**src/stby_consts.svh**
```systemverilog
// constants for the standby and oscillator settle block
`ifndef STBY_CONSTS_SVH
`define STBY_CONSTS_SVH
`define ADDR_SETTLE_STATUS 20'hFFFA2
`define ADDR_SETTLE_SELECT 20'hFFFA3
`define SETTLE_STATUS_RST 8'h00
`define SETTLE_SELECT_RST 3'h7
`define SEL_CODE_MSB 2
`define SEL_CODE_LSB 0
`define SETTLE_EXP0 5'h08
`define SETTLE_EXP1 5'h09
`define SETTLE_EXP2 5'h0A
`define SETTLE_EXP3 5'h0B
`define SETTLE_EXP4 5'h0D
`define SETTLE_EXP5 5'h0F
`define SETTLE_EXP6 5'h11
`define SETTLE_EXP7 5'h12
`define WAIT_MAIN_VEC 4'hA
`define WAIT_MAIN_NOVEC 4'h5
`define WAIT_SUB_VEC 4'h8
`define WAIT_SUB_NOVEC 4'h3
`define WAIT_LOAD_OFS 4'h2
`define IRQ_NUM 8
`endif

```
**src/stby_pkg.sv**
```systemverilog
// types and threshold decode for the standby block
`include "stby_consts.svh"
package stby_pkg;
  typedef enum logic [4:0] {
    ST_RUN = 5'h01,
    ST_HALT = 5'h02,
    ST_STOP = 5'h04,
    ST_SETTLE = 5'h08,
    ST_WAKE = 5'h10
  } stby_state_t;

  typedef enum logic [2:0] {
    SRC_IH = 3'h0,
    SRC_IH40 = 3'h1,
    SRC_X1 = 3'h2,
    SRC_EXT = 3'h3,
    SRC_SUB = 3'h4
  } clk_src_t;

  // settle threshold in main_xtal_osc cycles for a select code
  function automatic logic [18:0] settle_thr(input logic [2:0] code);
    logic [4:0] e;
    case (code)
      3'h0: e = `SETTLE_EXP0;
      3'h1: e = `SETTLE_EXP1;
      3'h2: e = `SETTLE_EXP2;
      3'h3: e = `SETTLE_EXP3;
      3'h4: e = `SETTLE_EXP4;
      3'h5: e = `SETTLE_EXP5;
      3'h6: e = `SETTLE_EXP6;
      default: e = `SETTLE_EXP7;
    endcase
    return 19'h00001 << e;
  endfunction
endpackage

```
**src/settle_if.sv**
```systemverilog
// link between the standby control and the settle counter
`timescale 1ns/1ps
interface settle_if;
  logic x1_tick;
  logic clear;
  logic [2:0] sel;
  logic [7:0] status;
  logic done;
  modport ctrl (output x1_tick, output clear, output sel, input status, input done);
  modport cnt (input x1_tick, input clear, input sel, output status, output done);
endinterface

```
**src/osc_settle_counter.sv**
```systemverilog
// main_xtal_osc settle counter with thermometer status bits
`timescale 1ns/1ps
`include "stby_consts.svh"
module osc_settle_counter
  import stby_pkg::*;
(
  input wire logic clk_i, // system clock
  input wire logic rstn_i, // sync reset, active low
  settle_if.cnt sif // control side
);
  logic [18:0] cnt_ff;
  logic [7:0] status_ff;
  logic [18:0] lim;

  assign lim = settle_thr(sif.sel);

  ////////////////////////////////////////////////////////////////
  // counts crystal edges only, so time before oscillation is skipped
  always_ff @(posedge clk_i) begin
    if (!rstn_i || sif.clear) begin
      cnt_ff <= 19'h00000;
    end else if (sif.x1_tick && cnt_ff < lim) begin
      cnt_ff <= cnt_ff + 19'h00001;
    end
  end

  genvar g;
  generate
    for (g = 0; g < 8; g = g + 1) begin : g_stat
      always_ff @(posedge clk_i) begin
        if (!rstn_i || sif.clear) begin
          status_ff[g] <= 1'b0;
        end else if (3'(g) <= sif.sel && cnt_ff >= settle_thr(3'(g))) begin
          status_ff[g] <= 1'b1;
        end
      end
    end
  endgenerate

  assign sif.status = status_ff;
  assign sif.done = status_ff[sif.sel];
endmodule

```
**src/standby_halt_osc_settle.sv**
```systemverilog
// standby control: halt and stop sequencing plus settle registers
`timescale 1ns/1ps
`include "stby_consts.svh"
module standby_halt_osc_settle
  import stby_pkg::*;
(
  input wire logic clk_i, // system clock, 250 MHz
  input wire logic rstn_i, // sync reset, active low
  input wire logic x1_clk_i, // main_xtal_osc clock pin
  input wire logic [19:0] addr_i, // cpu data address
  input wire logic rd_i, // cpu read strobe
  input wire logic wr_i, // cpu write strobe
  input wire logic bit_op_i, // access is a 1-bit operation
  input wire logic [2:0] bit_idx_i, // bit number of 1-bit access
  input wire logic [7:0] wdata_i, // cpu write data
  output logic [7:0] rdata_o, // cpu read data
  input wire logic halt_exec_i, // halt instruction executed
  input wire logic stop_exec_i, // stop instruction executed
  input clk_src_t clk_src_i, // present cpu clock source
  input wire logic main_osc_halt_ctrl_i, // main oscillator stop bit
  input wire logic [`IRQ_NUM-1:0] irq_flag_i, // interrupt request flags
  input wire logic [`IRQ_NUM-1:0] irq_mask_i, // interrupt mask flags
  input wire logic int_ack_en_i, // interrupt acknowledge enabled
  input wire logic watchdog_on_opt_i, // option: watchdog enable
  input wire logic watchdog_standby_run_opt_i, // option: run in standby
  output logic cpu_clk_en_o, // clock delivered to cpu
  output logic standby_o, // in halt or stop
  output logic resume_o, // one-cycle pulse: cpu restarts
  output logic vector_take_o, // restart takes interrupt vector
  output logic flash_lowpwr_o, // flash in low-current wait
  output logic adc_en_o, // a/d converter may run
  output logic i2c_en_o, // i2c_serial_unit may run
  output logic lso_run_o, // low-speed oscillator runs
  output logic wdt_run_o, // watchdog counts
  output logic x1_allow_o, // crystal source may oscillate
  output logic ext_allow_o, // external clock input may run
  output logic port_hold_o // ram and port latches frozen
);
  ////////////////////////////////////////////////////////////////
  // crystal pin synchroniser and edge detect
  logic x1_meta_ff;
  logic x1_sync_ff;
  logic x1_prev_ff;

  always_ff @(posedge clk_i) begin
    x1_meta_ff <= x1_clk_i;
    x1_sync_ff <= x1_meta_ff;
    x1_prev_ff <= x1_sync_ff;
  end

  settle_if sif ();

  osc_settle_counter u_cnt (
    .clk_i(clk_i),
    .rstn_i(rstn_i),
    .sif(sif)
  );

  ////////////////////////////////////////////////////////////////
  // select register
  logic [2:0] sel_ff;
  logic sel_wr;
  logic stat_hit;
  logic sel_hit;

  assign stat_hit = addr_i == `ADDR_SETTLE_STATUS;
  assign sel_hit = addr_i == `ADDR_SETTLE_SELECT;
  assign sel_wr = wr_i && sel_hit && !bit_op_i;

  always_ff @(posedge clk_i) begin
    if (!rstn_i) begin
      sel_ff <= `SETTLE_SELECT_RST;
    end else if (sel_wr) begin
      sel_ff <= wdata_i[`SEL_CODE_MSB:`SEL_CODE_LSB];
    end
  end

  ////////////////////////////////////////////////////////////////
  // state machine
  stby_state_t state_ff;
  stby_state_t nxt_state;
  logic [3:0] wait_ff;
  logic [3:0] nxt_wait;
  logic sub_ff;
  logic x1_src_ff;
  logic vec_ff;
  logic nxt_vec;
  logic pending;
  logic stop_ok;
  logic stop_go;
  logic [3:0] wake_len;

  assign pending = |(irq_flag_i & ~irq_mask_i);
  assign stop_ok = clk_src_i != SRC_IH40 && clk_src_i != SRC_SUB;
  assign stop_go = state_ff == ST_RUN && stop_exec_i && stop_ok;

  always_comb begin
    if (sub_ff) begin
      wake_len = int_ack_en_i ? `WAIT_SUB_VEC : `WAIT_SUB_NOVEC;
    end else begin
      wake_len = int_ack_en_i ? `WAIT_MAIN_VEC : `WAIT_MAIN_NOVEC;
    end
  end

  always_comb begin
    nxt_state = state_ff;
    nxt_wait = wait_ff;
    nxt_vec = vec_ff;
    case (state_ff)
      ST_RUN: begin
        if (halt_exec_i) begin
          nxt_state = ST_HALT;
        end else if (stop_go) begin
          nxt_state = ST_STOP;
        end
      end
      ST_HALT: begin
        if (pending) begin
          nxt_state = ST_WAKE;
          nxt_wait = wake_len - `WAIT_LOAD_OFS;
          nxt_vec = int_ack_en_i;
        end
      end
      ST_STOP: begin
        if (pending) begin
          nxt_vec = int_ack_en_i;
          if (x1_src_ff) begin
            nxt_state = ST_SETTLE;
          end else begin
            nxt_state = ST_WAKE;
            nxt_wait = wake_len - `WAIT_LOAD_OFS;
          end
        end
      end
      ST_SETTLE: begin
        if (sif.done) begin
          nxt_state = ST_WAKE;
          nxt_wait = wake_len - `WAIT_LOAD_OFS;
        end
      end
      ST_WAKE: begin
        if (wait_ff == 4'h0) begin
          nxt_state = ST_RUN;
        end else begin
          nxt_wait = wait_ff - 4'h1;
        end
      end
      default: begin
        nxt_state = ST_RUN;
      end
    endcase
  end

  always_ff @(posedge clk_i) begin
    if (!rstn_i) begin
      state_ff <= ST_RUN;
      wait_ff <= 4'h0;
      vec_ff <= 1'b0;
    end else begin
      state_ff <= nxt_state;
      wait_ff <= nxt_wait;
      vec_ff <= nxt_vec;
    end
  end

  // source seen at entry decides wait length and settle need
  always_ff @(posedge clk_i) begin
    if (!rstn_i) begin
      sub_ff <= 1'b0;
      x1_src_ff <= 1'b0;
    end else if (state_ff == ST_RUN && (halt_exec_i || stop_go)) begin
      sub_ff <= clk_src_i == SRC_SUB;
      x1_src_ff <= clk_src_i == SRC_X1;
    end
  end

  ////////////////////////////////////////////////////////////////
  // counter control
  assign sif.x1_tick = x1_sync_ff && !x1_prev_ff;
  assign sif.clear = stop_go || main_osc_halt_ctrl_i;
  assign sif.sel = sel_ff;

  ////////////////////////////////////////////////////////////////
  // register read port
  logic [7:0] rdata_ff;
  logic [7:0] rd_byte;

  always_comb begin
    if (stat_hit) begin
      rd_byte = sif.status;
    end else if (sel_hit) begin
      rd_byte = {5'h00, sel_ff};
    end else begin
      rd_byte = 8'h00;
    end
  end

  always_ff @(posedge clk_i) begin
    if (!rstn_i) begin
      rdata_ff <= 8'h00;
    end else if (rd_i) begin
      rdata_ff <= bit_op_i ? {7'h00, rd_byte[bit_idx_i]} : rd_byte;
    end
  end

  ////////////////////////////////////////////////////////////////
  // operating status outputs, all but x1_allow and ext_allow taken from the next state
  logic cpu_clk_en_ff;
  logic standby_ff;
  logic resume_ff;
  logic flash_lowpwr_ff;
  logic adc_en_ff;
  logic i2c_en_ff;
  logic lso_run_ff;
  logic wdt_run_ff;
  logic x1_allow_ff;
  logic ext_allow_ff;
  logic nxt_stby;
  logic nxt_sub_halt;
  logic nxt_sub;
  logic wd_ok;

  assign nxt_stby = nxt_state != ST_RUN && nxt_state != ST_WAKE;
  assign nxt_sub = (state_ff == ST_RUN) ? clk_src_i == SRC_SUB : sub_ff;
  assign nxt_sub_halt = nxt_state == ST_HALT && nxt_sub;
  assign wd_ok = watchdog_on_opt_i && watchdog_standby_run_opt_i;

  always_ff @(posedge clk_i) begin
    if (!rstn_i) begin
      cpu_clk_en_ff <= 1'b1;
      standby_ff <= 1'b0;
      resume_ff <= 1'b0;
    end else begin
      cpu_clk_en_ff <= nxt_state == ST_RUN;
      standby_ff <= nxt_stby;
      resume_ff <= state_ff == ST_WAKE && nxt_state == ST_RUN;
    end
  end

  always_ff @(posedge clk_i) begin
    if (!rstn_i) begin
      flash_lowpwr_ff <= 1'b0;
      adc_en_ff <= 1'b1;
      i2c_en_ff <= 1'b1;
    end else begin
      flash_lowpwr_ff <= nxt_sub_halt;
      adc_en_ff <= !(nxt_sub_halt || nxt_state == ST_STOP || nxt_state == ST_SETTLE);
      i2c_en_ff <= !(nxt_sub_halt || nxt_state == ST_STOP || nxt_state == ST_SETTLE);
    end
  end

  always_ff @(posedge clk_i) begin
    if (!rstn_i) begin
      lso_run_ff <= 1'b1;
      wdt_run_ff <= 1'b0;
    end else begin
      lso_run_ff <= nxt_stby ? wd_ok : 1'b1;
      wdt_run_ff <= nxt_stby ? wd_ok : watchdog_on_opt_i;
    end
  end

  // an unused crystal or external source cannot run beside the other
  always_ff @(posedge clk_i) begin
    if (!rstn_i) begin
      x1_allow_ff <= 1'b1;
      ext_allow_ff <= 1'b1;
    end else begin
      x1_allow_ff <= clk_src_i != SRC_EXT;
      ext_allow_ff <= clk_src_i != SRC_X1;
    end
  end

  assign rdata_o = rdata_ff;
  assign cpu_clk_en_o = cpu_clk_en_ff;
  assign standby_o = standby_ff;
  assign resume_o = resume_ff;
  assign vector_take_o = vec_ff;
  assign flash_lowpwr_o = flash_lowpwr_ff;
  assign adc_en_o = adc_en_ff;
  assign i2c_en_o = i2c_en_ff;
  assign lso_run_o = lso_run_ff;
  assign wdt_run_o = wdt_run_ff;
  assign x1_allow_o = x1_allow_ff;
  assign ext_allow_o = ext_allow_ff;
  assign port_hold_o = standby_ff;
endmodule

```
**config.mk**
```make
export PLATFORM = sky130hd
export DESIGN_NAME = standby_halt_osc_settle
export DESIGN_NICKNAME = d
export VERILOG_FILES = /design/src/stby_pkg.sv /design/src/settle_if.sv /design/src/osc_settle_counter.sv /design/src/standby_halt_osc_settle.sv
export VERILOG_INCLUDE_DIRS = /design/src
export SDC_FILE = /design/constraint.sdc
export NUM_CORES = 1
export LEC_CHECK = 0
export BUFFER_PORTS_ARGS = -buffer_cell sky130_fd_sc_hd__buf_2
export CAP_MARGIN = 20
export CORE_ASPECT_RATIO = 1.1
export CORE_MARGIN = 2
export CORE_UTILIZATION = 54
export DETAILED_ROUTE_END_ITERATION = 6
export MAX_ROUTING_LAYER = met4
export PLACE_DENSITY = 0.89
export REMOVE_ABC_BUFFERS = 1
export SLEW_MARGIN = 0
export SYNTH_ARGS = -nofsm -noshare
export SYNTH_HDL_FRONTEND = slang
export SYNTH_SLANG_ARGS = --single-unit
```
**constraint.sdc**
```tcl
create_clock -name clk_i -period 3 [get_ports clk_i]
set_input_delay 0.6 -clock clk_i [delete_from_list [all_inputs] [get_ports clk_i]]
set_output_delay 0.6 -clock clk_i [all_outputs]
set_load 0.02 [all_outputs]
```
# == After elaboration in Yosys (flattened, before gate mapping) ==
# Cells that the tools add are included.
# totals
out_inout_bits,20
regBits,62
word_cells,147
in_bits,62
# op_classes
n_shift,1
muxes,27
n_addsub,3
order_cmp,19
eq_ne,30
bitwise_logic,2
n_reduce_logical,37
# ops
operator,count
$eq 20x20->1 const B,2
$mux 5,7
$pmux 5 s7,1
$mux 4,8
$pmux 5 s5,1
$logic_and 1x1->1,20
$add 19x1->19 const B,1
$ge 19x10->1 const B,1
$ge 19x11->1 const B,1
$ge 19x12->1 const B,1
$ge 19x14->1 const B,1
$ge 19x16->1 const B,1
$ge 19x18->1 const B,1
$ge 19x19->1 const B,1
$ge 19x9->1 const B,1
$lt 19x19->1,1
$shl 1x5->19 const A,1
$mux 8,2
$pmux 4 s4,1
$eq 3x3->1 const B,4
$le 3x3->1 const A,4
$eq 5x1->1 const B,2
$eq 5x2->1 const B,2
$eq 5x3->1 const B,2
29 further kinds,52

# == Depth between registers and ports, before layout ==
# logic_depth
word_depth,11
depth_mapped,13
mapped_depth_nobuf,9

# == By module ==
# From an unflattened synthesis, not the netlist that was laid out.
# unflattened
hier_cells,415
hier_area_um2,3642.2
# by_module_without_submodules
mod,cells_per_inst,instances,area_per_inst_um2,seq_area_each_um2
standby_halt_osc_settle,201,1,1890.6,700.7
osc_settle_counter,214,1,1751.7,540.5

# == Worst setup path before layout ==
# No wires, ideal clock.
# synth_path
path_kind,register to register
from,reg sel_ff[1]
to,reg u_cnt.cnt_ff[16]
required_ns,2.929
t_arrival_ns,2.496
setup_slack_ns,0.433
path_stages_with_launch,13
setup_time_ns,0.071
period_less_slack_ns,2.567
n_path_buf,3
cell_sequence,dfxtp_1 clkbuf_1 buf_4 nor3_1 inv_1 ha_1 a21oi_1 o21ai_0 o311ai_2 nand3_1 clkbuf_1 or4_1 a21oi_1
# synth_between
elab_chain_len,5
word_cells_on_any_way,11
classes_between,order compare: 1; eq/ne: 6; shift: 1; mux: 1; reduce/logical: 2
# synth_lines
item,line,text
start: declaration,standby_halt_osc_settle.sv:61,logic [2:0] sel_ff;
start signal: assignment,standby_halt_osc_settle.sv:72,sel_ff <= `SETTLE_SELECT_RST;
start signal: assignment,standby_halt_osc_settle.sv:74,sel_ff <= wdata_i[`SEL_CODE_MSB:`SEL_CODE_LSB];
$eq 3x3->1 (tied with other cells),stby_pkg.sv:23,case (code)
$pmux 5 s7 *,stby_pkg.sv:23,
$shl 1x5->19 *,stby_pkg.sv:33,return 19'h00001 << e;
$lt 19x19->1 *,osc_settle_counter.sv:22,end else if (sif.x1_tick && cnt_ff < lim) begin
$logic_and 1x1->1 *,osc_settle_counter.sv:22,
end signal: assignment,osc_settle_counter.sv:23,cnt_ff <= cnt_ff + 19'h00001;
end: declaration,osc_settle_counter.sv:11,logic [18:0] cnt_ff;
# Every way passes the cells marked *; elsewhere a longest branch is shown, timed or not.
# A chain may end at the register's enable or synchronous reset.

# == Worst setup path in the final report ==
# layout_path
from,reg sel_ff[0]
to,reg u_cnt.cnt_ff[11]
# The elaborated chain is that of the path after synthesis.

==> results.tsv <==
metric	value	unit
R2R cell count	11	
n_diodes	0	
via count	3438	
fin crit share	94.63	%
vias in the first global route	3202	
area of the multi-input gates	2101	um^2
share of layout cells above drive strength 1	22.50	%
dpl hpwl	6284	um
critical path depth	11	
core area	6193	um^2
clock skew	0.01049	ns
final estimated routing congestion in global placement	0.8364	
depth of the CTS H-tree	3	
post-synthesis sequential area ratio	35.75	%
delay-heaviest family, CP	simple AND/OR/NAND/NOR gates	
cell mode on critical path	buf_4	
CTS max path bufs	2	
Synth top cells by count	62 x dfxtp_1, 37 x a21oi_1, 37 x nor2_1	
global route total overflow	0	
worst setup path start	sel_ff[0]$_SDFFE_PN1P_	
leakage power	0.001713	uW
DR vias/cell	5.817	
drt first pass iters	4	
setup TNS	0	ns
Critical Path Max Stage Delay	0.53	ns
f_max	352.2	MHz
async set or reset register ratio after synthesis	0	%
final hold viol count	0	
Post-Syn Area	3472	um^2
Top FF cell, synth	dfxtp_1	
Slew HR	55.51	%
endpoints failing setup	0	
CP cell instances	and2_1 > nand2_1 > ha_1 > o21ai_0 > nor2_1 > nor4b_2 > buf_4 > nand3_1 > buf_4 > or4_1 > a21oi_1	
Starting Density	56.06	%
met3 Use GR	4.639	%
met1 Use GR	25.78	%
hold_buf cts	0	
layer with the highest usage	met2	
YS warnings	0	
EDFF count, synth	0	
CP startpoint kind	register	
wire per inst	14.21	um
grt met2 use	42.80	%
cells after synthesis	419	
CTS buffer count	9	
TritonCTS clock tree	done	
Pins Over Slew Limit	0	
RSZ-0062 raised after global routing	no	
final setup margin	0.1610	ns
worst path required time	3.28	ns
count leader, synth	dfxtp_1	
CTS sink count	62	
Overall Global Routing Usage	24.54	%
Register Area	1242	um^2
largest net degree at the start of global routing	30	
Worst Path Arrival	3.12	ns
Worst Path Buf+Inv	2	
Setup Slack @ Placement	0.2807	ns
antenna violations before repair	0	
CP endpoint kind	register	
Residual DRC	0	
# rows	30	
post-synth top area cell	dfxtp_1	
root buffer cell	clkbuf_8	
die height	88.10	um
io pins	82	
top cells by area, synth	dfxtp_1 36%, ha_1 8.3%, a21oi_1 5.3%	
max_cap viols	0	
antenna viol nets, final	0	
clock slew at the register clock pins of the worst setup and hold paths	0.08	ns
PortBufs	76	
final net count	591	
reg-to-reg critical path endpoint	u_cnt.cnt_ff[11]$_SDFFE_PP0P_	
area grow syn2layout	20.36	%
synth unique cells	59	
crit path to	u_cnt.cnt_ff[11]$_SDFFE_PP0P_	
Worst Path Max Fanout	29	
outcome	complete, no violations	
FILL cells	471	
fin crit period	2.839	ns
Die ar.	7088	um^2
Worst-Margin Slew	0.6629	ns
chip width	80.46	um
worst skew pair latency	0.36	ns
initial detailed-routing violation count	178	
share of the synthesized area in the top cell type	35.75	%
Post-Syn Area per Cell	8.287	um^2
pwr/cell area	429.0	nW/um^2
HP Class	register to register	
first-pass GRT wire length	13190	um
worst r2r src	sel_ff[0]$_SDFFE_PN1P_	
R2R Setup Slk	0.16	ns
FF+latch count, synth	62	
slowest CP cell	or4_1	
Total Wirelength	8398	um
path type of the worst setup path	register to register	
Max IR drop VDD	0.2799	mV
## how the worst min path moves through the flow
stage | end | slack, ns | cells past startpoint | from
after floorplan | x1_sync_ff$_DFF_P_ | 0.31 | 0 | x1_meta_ff$_DFF_P_
after global placement | x1_sync_ff$_DFF_P_ | 0.31 | 0 | x1_meta_ff$_DFF_P_
after detailed placement | x1_sync_ff$_DFF_P_ | 0.32 | 0 | x1_meta_ff$_DFF_P_
after CTS | x1_sync_ff$_DFF_P_ | 0.33 | 0 | x1_meta_ff$_DFF_P_
after global routing | x1_sync_ff$_DFF_P_ | 0.34 | 0 | x1_meta_ff$_DFF_P_
final | x1_sync_ff$_DFF_P_ | 0.33 | 0 | x1_meta_ff$_DFF_P_
## power by group
group | leakage [uW] | total [uW] | switching [uW] | internal [uW]
Combinational | 0.00111 | 203 | 120 | 83.5
Sequential | 0.000502 | 854 | 12.8 | 841
Clock | 0.0000996 | 735 | 350 | 385
## cells by family (layout without fill, tap and decap cells)
group / count (synthesis) / in the layout / synth area share (%)
buffers and inverters: 41 / 124 / 5.117
other: 1 / 10 / 0.1080
flip-flops: 62 / 62 / 35.75
AO/OA/AOI/OAI: 111 / 111 / 20.11
AND/OR/NAND/NOR: 167 / 167 / 25.91
XOR/XNOR: 3 / 3 / 0.7569
adder cells (fa/ha/maj): 23 / 23 / 8.288
multiplexers: 11 / 11 / 3.964
## area by class of cell
| class | count | area share (%) |
|---|---|---|
| clock buffers | 9 | 2.964 |
| clock inverters | 7 | 1.766 |
| inverters | 22 | 1.976 |
| multi-input cells | 325 | 50.27 |
| flip-flops and latches | 62 | 29.73 |
| well taps | 80 | 2.395 |
| repair buffers | 86 | 10.90 |
## through the flow
stage / utilization (%) / total power [uW] / instances / area (um^2) / hold slack (ns)
6_report: 67.47 / 1793 / 591 / 4179 / 0.3293
5_1_grt: 67.47 / 1865 / 591 / 4179 / 0.3371
4_1_cts: 67.23 / 1796 / 591 / 4164 / 0.3317
3_5_place_dp: 64.04 / 1072 / 575 / 3966 / 0.3154
3_3_place_gp: 64.04 / 1064 / 575 / 3966 / 0.3095
2_1_floorplan: - / 983.2 / 409 / 3411 / 0.3096
## layer usage
| metal | wire, um | part of all wire (%) |
|---|---|---|
| met3 | 526 | 6.3 |
| met4 | 234 | 2.8 |
| met1 | 3409 | 41 |
| met5 | 0 | 0 |
| met2 | 4227 | 50 |
## registers in the layout, summed over array words and instances (netlist names), 3 cells and up
signal,count
wait_ff,4
state_ff,5
rdata_o,8
sel_ff,3
u_cnt.sif.status,8
u_cnt.cnt_ff,19
## cells in the final DEF, fill, tap and decap left out, types with 3 or more instances in the layout
cell	instances
a21oi_1	37
nor2_1	37
nand4_1	9
or3_1	14
a211oi_1	6
nand2b_1	8
o21ai_0	23
buf_4	10
mux2i_1	7
o211ai_1	6
conb_1	10
dfxtp_1	61
nor3b_1	3
or4_1	9
inv_1	22
o21a_1	3
o31ai_1	9
o22ai_1	5
o21ai_1	3
nand2_1	32
ha_1	23
nor2b_1	8
nand3_1	16
and3_1	6
nor3_1	5
clkbuf_8	9
buf_2	76
and2_1	3
## repair_timing
item | in CTS | in global routing
hold endpoints to repair | 0 | 0
setup buffers | 0 | 0
setup endpoints to repair | 0 | 5
resized for setup | 0 | 4
(Power assumes the default switching activity.)
